==> src/pfc_regs.svh <==
// Purpose: register offsets, field positions and reset values for pin control
// Assumes: apb with 32-bit data, one register per aligned word
// Notes:   all offsets here are byte addresses
`ifndef PFC_REGS_SVH
`define PFC_REGS_SVH

// ==========================================================================
// register offsets
`define PFC_SYSOPT_OFF     12'h000
`define PFC_FORCE_RST_OFF  12'h004
`define PFC_PULL_EN_OFF    12'h008
`define PFC_SLEW_EN_OFF    12'h00c
`define PFC_DRIVE_OFF      12'h010
`define PFC_STATUS_OFF     12'h014

// ==========================================================================
// system option register one fields
`define PFC_RSTPIN_BIT     0
`define PFC_BKGPIN_BIT     1
// debug force reset register field
`define PFC_FORCE_BIT      0
// status register fields
`define PFC_ST_BDM_BIT     0
`define PFC_ST_RSTPIN_BIT  1

// ==========================================================================
// reset values
`define PFC_PULL_RST       14'h0000
`define PFC_SLEW_RST       14'h2000
`define PFC_DRIVE_RST      14'h0000

// ==========================================================================
// timing
`define PFC_BIT_CYCLES     16
`define PFC_FRST_CYCLES    4

`endif
==> src/pfc_pkg.sv <==
// Purpose: types for the pin function and pull control block
// Assumes: 14 pins, pin 13 is the output-only pin
// Notes:   offsets and counts live in pfc_regs.svh
package pfc_pkg;
   // pull device steering per pin
   typedef struct packed {
      logic [13:0] up;   // pullup on
      logic [13:0] down; // pulldown on
   } pfc_pull_s;

   // pad drive controls per pin
   typedef struct packed {
      logic [13:0] slew;  // slew limit active
      logic [13:0] drive; // high drive selected
   } pfc_pad_s;

   // reset sequencing states
   typedef enum logic [1:0] {
      pfc_st_run,
      pfc_st_frst,
      pfc_st_strap
   } pfc_rst_e;
endpackage : pfc_pkg

==> src/pfc_pin_ctrl.sv <==
// Purpose: pin function, strap sampling and pull control for a small mcu
// Assumes: rst is power-on reset, synchronous; apb register access
// Notes:   pins outside the clock domain pass three flip-flops
`timescale 1ns/100ps
`include "pfc_regs.svh"

module pfc_pin_ctrl
   import pfc_pkg::*;
#(
   parameter int NPINS = 14  // pins under control
) (
   input  wire logic              clock,          // bus clock, 100 mhz
   input  wire logic              rst,            // power-on reset, active high
   input  wire logic              psel,           // apb select
   input  wire logic              penable,        // apb enable
   input  wire logic              pwrite,         // apb write
   input  wire logic [11:0]       paddr,          // apb byte address
   input  wire logic [31:0]       pwdata,         // apb write data
   output logic      [31:0]       prdata,         // apb read data
   output logic                   pready,         // apb ready
   output logic                   pslverr,        // apb error
   input  wire logic              reset_pin_in,   // level on shared reset pin
   input  wire logic              strap_pin_in,   // level on debug/strap pin
   input  wire logic              bdc_drive_low,  // debug ctrl pulls line low
   input  wire logic              bdc_speedup,    // debug ctrl drives high pulse
   input  wire logic              debug_cmd_seen, // debug command issued
   input  wire logic [NPINS-1:0]  port_out_dir,   // port logic drives pin
   input  wire logic [NPINS-1:0]  periph_out,     // shared peripheral drives pin
   input  wire logic [NPINS-1:0]  analog_own,     // analog function owns pin
   input  wire logic [NPINS-1:0]  kbi_rise,       // keyboard rising edge set
   input  wire logic              cmp_out_en,     // comparator output enabled
   input  wire logic              port4_out_en,   // port drives strap pin
   input  wire logic              port4_out_val,  // port value for strap pin
   input  wire logic              cmp_out_val,    // comparator value
   output logic                   sys_reset_req,  // request chip reset
   output logic                   bdm_mode,       // device in debug mode
   output logic                   reset_pin_func, // shared pin is reset input
   output logic                   bkg_pin_func,   // strap pin is debug line
   output logic                   dbg_line_o,     // debug line output value
   output logic                   dbg_line_oe,    // debug line output enable
   output logic      [NPINS-1:0]  pullup_on,      // pullup device active
   output logic      [NPINS-1:0]  pulldown_on,    // pulldown device active
   output logic      [NPINS-1:0]  slew_on,        // slew limiting active
   output logic      [NPINS-1:0]  high_drive      // high drive active
);

   // ========================================================================
   // state
   typedef struct packed {
      logic [2:0]       rpin_sync;  // reset pin synchroniser
      logic [2:0]       strap_sync; // strap pin synchroniser
      logic             rst_en;     // reset function latched
      logic             bkg_en;     // background function enabled
      logic             background_debug_mode;        // debug mode
      pfc_rst_e         rst_st;     // reset sequencing state
      logic [3:0]       frst_cnt;   // forced reset length counter
      logic [NPINS-1:0] pull_en;    // pull device enable bits (pullup or pulldown)
      logic [NPINS-1:0] slew_en;    // slew enable bits
      logic [NPINS-1:0] drv_en;     // drive strength bits
      logic [31:0]      rdata;      // read data
      logic             ready;      // apb ready
      logic             err;        // apb error
      logic             sreq;       // reset request
      logic             dbg_o;      // debug line value
      logic             dbg_oe;     // debug line enable
      pfc_pull_s        pull;       // pull outputs
      pfc_pad_s         pad;        // pad outputs
   } pfc_state_s;

   pfc_state_s s_q;  // registered state
   pfc_state_s s_d;  // next state

   logic        acc;     // apb access phase
   logic        wr;      // apb write this cycle
   logic        rpin_lo; // filtered reset pin low
   logic        strap_lo; // filtered strap low
   logic [NPINS-1:0] out_any; // pin is driven out

   // ========================================================================
   // next state
   always_comb begin
      s_d = s_q;
      acc = psel & penable & ~s_q.ready;
      wr  = acc & pwrite;
      // three-stage synchronisers; a low counts only when stages 2 and 3 agree
      s_d.rpin_sync  = {s_q.rpin_sync[1:0], reset_pin_in};
      s_d.strap_sync = {s_q.strap_sync[1:0], strap_pin_in};
      rpin_lo  = ~s_q.rpin_sync[1] & ~s_q.rpin_sync[2];
      strap_lo = ~s_q.strap_sync[1] & ~s_q.strap_sync[2];
      s_d.sreq = 1'b0;

      // apb slave: one wait state, errors on unmapped offsets
      s_d.ready = acc;
      s_d.err   = 1'b0;
      s_d.rdata = 32'h0000_0000;
      if (acc) begin
         case (paddr)
            `PFC_SYSOPT_OFF: begin
               s_d.rdata[`PFC_RSTPIN_BIT] = s_q.rst_en;
               s_d.rdata[`PFC_BKGPIN_BIT] = s_q.bkg_en;
               if (wr) begin
                  s_d.rst_en = s_q.rst_en | pwdata[`PFC_RSTPIN_BIT];
                  s_d.bkg_en = pwdata[`PFC_BKGPIN_BIT];
               end
            end
            `PFC_FORCE_RST_OFF: begin
               if (wr && pwdata[`PFC_FORCE_BIT] && debug_cmd_seen) begin
                  s_d.rst_st   = pfc_st_frst;
                  s_d.frst_cnt = 4'h0;
               end
            end
            `PFC_PULL_EN_OFF: begin
               s_d.rdata[NPINS-1:0] = s_q.pull_en;
               if (wr) begin
                  s_d.pull_en = pwdata[NPINS-1:0];
               end
            end
            `PFC_SLEW_EN_OFF: begin
               s_d.rdata[NPINS-1:0] = s_q.slew_en;
               if (wr) begin
                  s_d.slew_en = pwdata[NPINS-1:0];
               end
            end
            `PFC_DRIVE_OFF: begin
               s_d.rdata[NPINS-1:0] = s_q.drv_en;
               if (wr) begin
                  s_d.drv_en = pwdata[NPINS-1:0];
               end
            end
            `PFC_STATUS_OFF: begin
               s_d.rdata[`PFC_ST_BDM_BIT]    = s_q.background_debug_mode;
               s_d.rdata[`PFC_ST_RSTPIN_BIT] = rpin_lo;
            end
            default: begin
               s_d.err = 1'b1;
            end
         endcase
      end

      // reset sequencing: forced reset holds, then strap decides mode
      case (s_q.rst_st)
         pfc_st_run: begin
            if (s_q.rst_en && rpin_lo) begin
               s_d.sreq   = 1'b1;
               s_d.background_debug_mode    = 1'b0;
               s_d.bkg_en = 1'b1;
            end
         end
         pfc_st_frst: begin
            s_d.sreq     = 1'b1;
            s_d.bkg_en   = 1'b1;
            s_d.frst_cnt = s_q.frst_cnt + 4'h1;
            if (s_q.frst_cnt == 4'(`PFC_FRST_CYCLES - 1)) begin
               s_d.rst_st = pfc_st_strap;
            end
         end
         pfc_st_strap: begin
            s_d.background_debug_mode    = strap_lo;
            s_d.rst_st = pfc_st_run;
         end
         default: begin
            s_d.rst_st = pfc_st_run;
         end
      endcase

      // pseudo open drain line: low pulls, brief high speedups
      // bit timing belongs to the debug controller
      // debug line outranks comparator, comparator outranks port
      if (s_q.bkg_en) begin
         s_d.dbg_oe = bdc_drive_low | bdc_speedup;
         s_d.dbg_o  = bdc_speedup & ~bdc_drive_low;
      end else if (cmp_out_en) begin
         s_d.dbg_oe = 1'b1;
         s_d.dbg_o  = cmp_out_val;
      end else begin
         s_d.dbg_oe = port4_out_en;
         s_d.dbg_o  = port4_out_val;
      end

      out_any = port_out_dir | periph_out;
      out_any[4] = s_d.dbg_oe;
      for (int i = 0; i < NPINS; i++) begin
         s_d.pull.up[i]   = s_q.pull_en[i] & ~out_any[i] & ~analog_own[i]
                            & ~kbi_rise[i];
         s_d.pull.down[i] = s_q.pull_en[i] & ~out_any[i] & ~analog_own[i]
                            & kbi_rise[i];
      end
      if (s_q.rst_en) begin
         s_d.pull.up[5]   = 1'b1;
         s_d.pull.down[5] = 1'b0;
      end
      if (s_q.bkg_en) begin
         s_d.pull.up[4]   = 1'b1;
         s_d.pull.down[4] = 1'b0;
      end
      s_d.pad.slew  = s_q.slew_en & out_any;
      s_d.pad.drive = s_q.drv_en & out_any;
      // output-only pin always drives
      s_d.pad.slew[NPINS-1]  = s_q.slew_en[NPINS-1];
      s_d.pad.drive[NPINS-1] = s_q.drv_en[NPINS-1];
   end

   // ========================================================================
   // registers
   always_ff @(posedge clock) begin
      if (rst) begin
         s_q            <= '0;
         s_q.rst_en     <= 1'b0;
         s_q.bkg_en     <= 1'b1;
         s_q.rpin_sync  <= 3'h7;
         s_q.strap_sync <= 3'h7;
         s_q.rst_st     <= pfc_st_strap;
         s_q.pull_en    <= `PFC_PULL_RST;
         s_q.slew_en    <= `PFC_SLEW_RST;
         s_q.drv_en     <= `PFC_DRIVE_RST;
      end else begin
         s_q <= s_d;
      end
   end

   // ========================================================================
   // outputs straight from flip-flops
   always_comb begin
      prdata         = s_q.rdata;
      pready         = s_q.ready;
      pslverr        = s_q.err;
      sys_reset_req  = s_q.sreq;
      bdm_mode       = s_q.background_debug_mode;
      reset_pin_func = s_q.rst_en;
      bkg_pin_func   = s_q.bkg_en;
      dbg_line_o     = s_q.dbg_o;
      dbg_line_oe    = s_q.dbg_oe;
      pullup_on      = s_q.pull.up;
      pulldown_on    = s_q.pull.down;
      slew_on        = s_q.pad.slew;
      high_drive     = s_q.pad.drive;
   end

endmodule : pfc_pin_ctrl

==> config.mk <==
export PLATFORM = sky130hd
export DESIGN_NAME = pfc_pin_ctrl
export DESIGN_NICKNAME = d
export VERILOG_FILES = /design/src/pfc_pkg.sv /design/src/pfc_pin_ctrl.sv
export VERILOG_INCLUDE_DIRS = /design/src
export SDC_FILE = /design/constraint.sdc
export NUM_CORES = 1
export LEC_CHECK = 0
export BUFFER_PORTS_ARGS = -buffer_cell sky130_fd_sc_hd__buf_2
export CORE_MARGIN = 3
export CORE_UTILIZATION = 50
export CTS_BUF_LIST = sky130_fd_sc_hd__clkbuf_8
export CTS_CLUSTER_SIZE = 14
export DETAILED_ROUTE_END_ITERATION = 6
export MAX_ROUTING_LAYER = met4
export PLACE_DENSITY_LB_ADDON = 0.12
export SETUP_SLACK_MARGIN = 0.15
export SKIP_CTS_REPAIR_TIMING = 1
export SYNTH_ARGS = -nofsm -noshare
export SYNTH_HDL_FRONTEND = slang
export SYNTH_SLANG_ARGS = --single-unit
==> constraint.sdc <==
create_clock -name clock -period 2.7 [get_ports clock]
set_clock_uncertainty 0.15 [all_clocks]
set_input_delay 0.27 -clock clock [delete_from_list [all_inputs] [get_ports clock]]
set_output_delay 0.27 -clock clock [all_outputs]
set_load 0.03 [all_outputs]
## Word-level counts from Yosys, hierarchy flattened

Cells that the tools add are included.

- Register bits: 150
- Bits in latches: 0
- Memory bits (writable): 0
- Bits in read-only memories: 0
- Input bits: 114
- Output and inout port bits: 96
- Word-level logic and storage cells: 195
- Memories kept: 0

- Add/subtract/negate cells: 1
- $mul: 0
- Divide/modulo/power cells: 0
- Magnitude comparators: 0
- Eq/ne operators: 9
- Shift-type cells: 0
- Muxes and demuxes: 27
- Bitwise gates (word level): 116
- Reductions and logical operators: 19

Operator list:

| operator | count |
|---|---|
| $mux 14 | 6 |
| $and 1x1->1 | 62 |
| $not 1->1 | 49 |
| $mux 48 | 1 |
| $pmux 12 s3 | 1 |
| $and 13x13->13 | 2 |
| $eq 12x4->1 const B | 2 |
| $eq 12x5->1 const B | 2 |
| $reduce_and 3->1 | 5 |
| $or 14x14->14 | 1 |
| $eq 12x3->1 const B | 1 |
| $logic_not 12->1 | 1 |
| $mux 6 | 2 |
| $pmux 2 s5 | 1 |
| $mux 2 | 4 |
| $reduce_bool 2->1 | 4 |
| $mux 1 | 7 |
| $pmux 1 s2 | 3 |
| $reduce_or 2->1 | 3 |
| $reduce_or 6->1 | 1 |
| $add 4x1->4 const B | 1 |
| $eq 4x2->1 const B | 1 |
| $mux 4 | 1 |
| $pmux 2 s2 | 1 |
| 7 further kinds | 10 |

## Logic depth before layout (Yosys ltp)

- Depth in word-level cells: 10
- Gate-level depth with buffers: 6

## Worst setup path before layout

No wires, ideal clock.

- Path type: input port to flip-flop
- Start point: in paddr[9]
- End point: reg s_q[125] (netlist name)
- Library setup time: 0.072 ns
- Arrival: 1.933 ns
- Required time: 2.478 ns
- Path slack: 0.546 ns
- Cell stages on the path: 6
- Cell sequence: or4_1 -> buf_2 -> or3_4 -> nor3_4 -> buf_6 -> mux2i_1

- Longest elaborated chain between the ends: 2

RTL lines:

| what | RTL line | text |
|---|---|---|
| start: declaration | pfc_pin_ctrl.sv:17 | `input wire logic [11:0] paddr,` |
| $eq 12x4->1 | pfc_pin_ctrl.sv:97 | `case (paddr)` |
| $reduce_and 3->1 (no line) | -- |  |
| end: declaration | pfc_pin_ctrl.sv:70 | `pfc_state_s s_q;` |

Every way passes these cells.
A chain may end at the register's enable or synchronous reset.

## Worst setup path after layout

- Start point: reg s_q[126] (netlist name)
- End point: reg s_q, in the netlist pulldown_on[5]

- Longest elaborated chain between the ends: 3

RTL lines:

| what | RTL line | text |
|---|---|---|
| $and 1x1->1 (2 in a row) | pfc_pin_ctrl.sv:185 | `s_d.pull.down[i] = s_q.pull_en[i] & ~out_any[i] & ~analog_own[i]` |
| $and 1x1->1 | pfc_pin_ctrl.sv:186 | `& kbi_rise[i];` |

Every way passes these cells.

==> impl_metrics.toml <==
[status]
status = "finished, final reports clean"

[hold_path]
hp-class = "in2reg"

[global_routing]
antenna_found_initial = 0
grt_use_total = 0.193
grt_pass1_wl_mm = 18.8
grt_max_degree = 52
overflow = 0
grt_pass1_vias = 3970

[floorplanning]
fp-row-count = 38
boundaryPins = 210
dieWidth_um = 112
dieArea_sq_mm = 0.0125
coreArea_sq_mm = 0.0109
start_util = 0.516
fp.dieH_um = 112

[power_and_ir_drop]
p_leak_uw = 0.00333
pwr_density_cell_mw_per_mm2 = 544
ir_drop_mv = 0.346

[logic_synthesis]
synth_top_cell_by_area = "dfxtp_1"
ys_ff_latch = 132
yosysSeqAreaShare = 0.470
synth_compound_area_frac = 0.0421
yosysTopAreaCellShare = 0.470
synth_edf_count = 0
ys_warn_count = 0
synth-async-reset-ratio = 0
synth_top_flop_cell = "dfxtp_1"
synthMuxAreaShare = 0.104
synth-simple-area-share = 0.235
synthCells = 580
syn-cell-area_sq_mm = 0.00562
synth.area.top_cells = "dfxtp_1, buf_4, mux2i_1, nand2b_1, nor2_1"
ys_types = 46
synth-xor-area-share = 0
synthAdderAreaFrac = 0.00223
syn_avg_cell_area_sq_um = 9.69
synth_top_family_by_area = "simple AND/OR/NAND/NOR gates"

[timing]
tns_ns = 0
hold_violations = 0
whs_ns = 0.000141
relSlewSlack = 0.614
rsz0062_at_grt = "no"
max_freq_mhz = 471
worst_pin_slew_ns = 0.571
finalMaxSlewViolations = 0
period_needed_ns = 2.13
fin_crit_sh = 0.787
setup_violations = 0

[worst_setup_path]
start_kind = "flip-flop"
crit_required_ns = 2.93
critical_path_class = "reg2reg"
critPathCaptureType = "flip-flop"
cp_max_fo = 3
cp.arrival_ns = 2.35

[clock_network]
clock-sinks = 132
cts.clk_slew.worst_paths_ns = 0.07
cts_buffer_depth = 2
htree_levels = 4
cts_tree = "done"
clock-root-buffer = "clkbuf_8"
cts_buffers = 17
clk_latency_ns = 0.43

[place]
place_area_sq_mm = 0.00605
port_buffers = 171
gp_congestion = 0.876
hpwl_mm = 8.34

[detailed_routing]
vias_per_cell = 4.81
wl_mm = 12.6
vias = 4307
ant_nets = 0
drc_errors = 0
dr.pass1.iters = 4
drt_iter0_drc = 162
routedWlPerCell_um = 14.0

[cells_and_area]
num_antenna_cells = 0
final_layout_size_suffix_gt1_frac = 0.312
syn2layout_area_growth_pct = 25.0
fin_nets = 860
final_area_sq_mm = 0.00702
post-route-util = 0.645

[flow_run]
maxCapViolations = 0
==> cell usage in the layout (no fill, tap or decap), types with 4 or more instances in the layout <==
cell type	instances
a22oi_1	12
buf_2	170
buf_4	12
clkbuf_8	22
conb_1	18
dfxtp_1	132
dlygate4sd3_1	59
inv_1	18
mux2_2	13
mux2i_1	44
nand2_1	4
nand2b_1	58
nand3_1	13
nand3b_1	4
nor2_1	72
nor2b_1	8
nor3_1	4
nor3b_1	30
nor4_1	4
o21ai_0	5
or2_2	8
or3_1	5
or4_1	5
==> flip-flops by register name, indices dropped and copies added (netlist names), 6 cells and up <==
| name | count |
|---|---|
| slew_on | 14 |
| prdata | 14 |
| pulldown_on | 14 |
| s_d | 6 |
| high_drive | 14 |
| s_q | 48 |
| pullup_on | 14 |
==> layer usage <==
metal  wire, um  up-vias  GRT usage
met4        212        0     0.0833
met5          0        -          -
met1       5270     1988      0.218
met2       6300      131      0.313
li1           -     2167          -
met3        780       21     0.0652
==> where the power goes <==
part	leakage (uW)	switching [uW]	internal (uW)
Combinational	0.00205	144	128
Clock	0.000216	671	917
Sequential	0.00107	3.61	1960
Total	0.00333	818	3000
==> worst max-delay path: stages (launching register included) <==
cell	delay (ns)
dfxtp_1	0.36
or4b_2	0.63
nor4b_1	0.33
dlygate4sd3_1	0.60
==> metrics by stage <==
| step | std cells | setup slack, ns | power, uW |
|---|---|---|---|
| after floorplan | 597 | 0.546 | 2160 |
| after global placement | 807 | 0.413 | 2220 |
| after detailed placement | 807 | 0.382 | 2230 |
| after CTS | 837 | 0.861 | 3820 |
| after global routing | 896 | 0.427 | 3980 |
| final | 896 | 0.575 | 3820 |
==> synth_stat cells (5+ instances only) <==
library cell  count
o21ai_0           5
or3_1             5
nand2b_1         58
inv_1            14
nand3_1          13
dfxtp_1         132
or2_2             8
nor2_1           72
nor3b_1          30
nor4_1            5
nor2b_1           8
clkbuf_1         16
a22oi_1          12
buf_2             5
mux2_2           13
mux2i_1          44
buf_4            88
or4_1             5
==> cell families after synthesis <==
| kind of cell | Yosys count |
|---|---|
| AOI/OAI and AO/OA | 33 |
| adders and majority gates | 1 |
| buffers and inverters | 126 |
| DFF | 132 |
| muxes | 57 |
| other | 1 |
| and+or+nand+nor | 230 |
==> path summary, 6_finish.rpt <==
check / startpoint / end / slack (ns) / depth (start not counted)
setup / recovery: s_q[126]$_SDFFE_PP0P_ / pulldown_on[5]$_SDFF_PP0_ / 0.57 / 3
setup reg to reg: s_q[126]$_SDFFE_PP0P_ / pulldown_on[5]$_SDFF_PP0_ / 0.57 / 3
hold reg to reg: s_d[148]$_SDFF_PP1_ / s_d[149]$_SDFF_PP1_ / 0.27 / 1
hold / removal: port_out_dir[12] / pulldown_on[12]$_SDFF_PP0_ / 0.0001 / 4
==> cell type report <==
class,instances,area (sq um)
clock buffer,22,303
clock inverter,8,85.1
fill,892,3860
inverter,14,52.6
multi-input combinational,339,2230
sequential,132,2640
tap,140,175
timing repair buffer,241,1530
No activity file was read; power rests on OpenSTA's default activity.
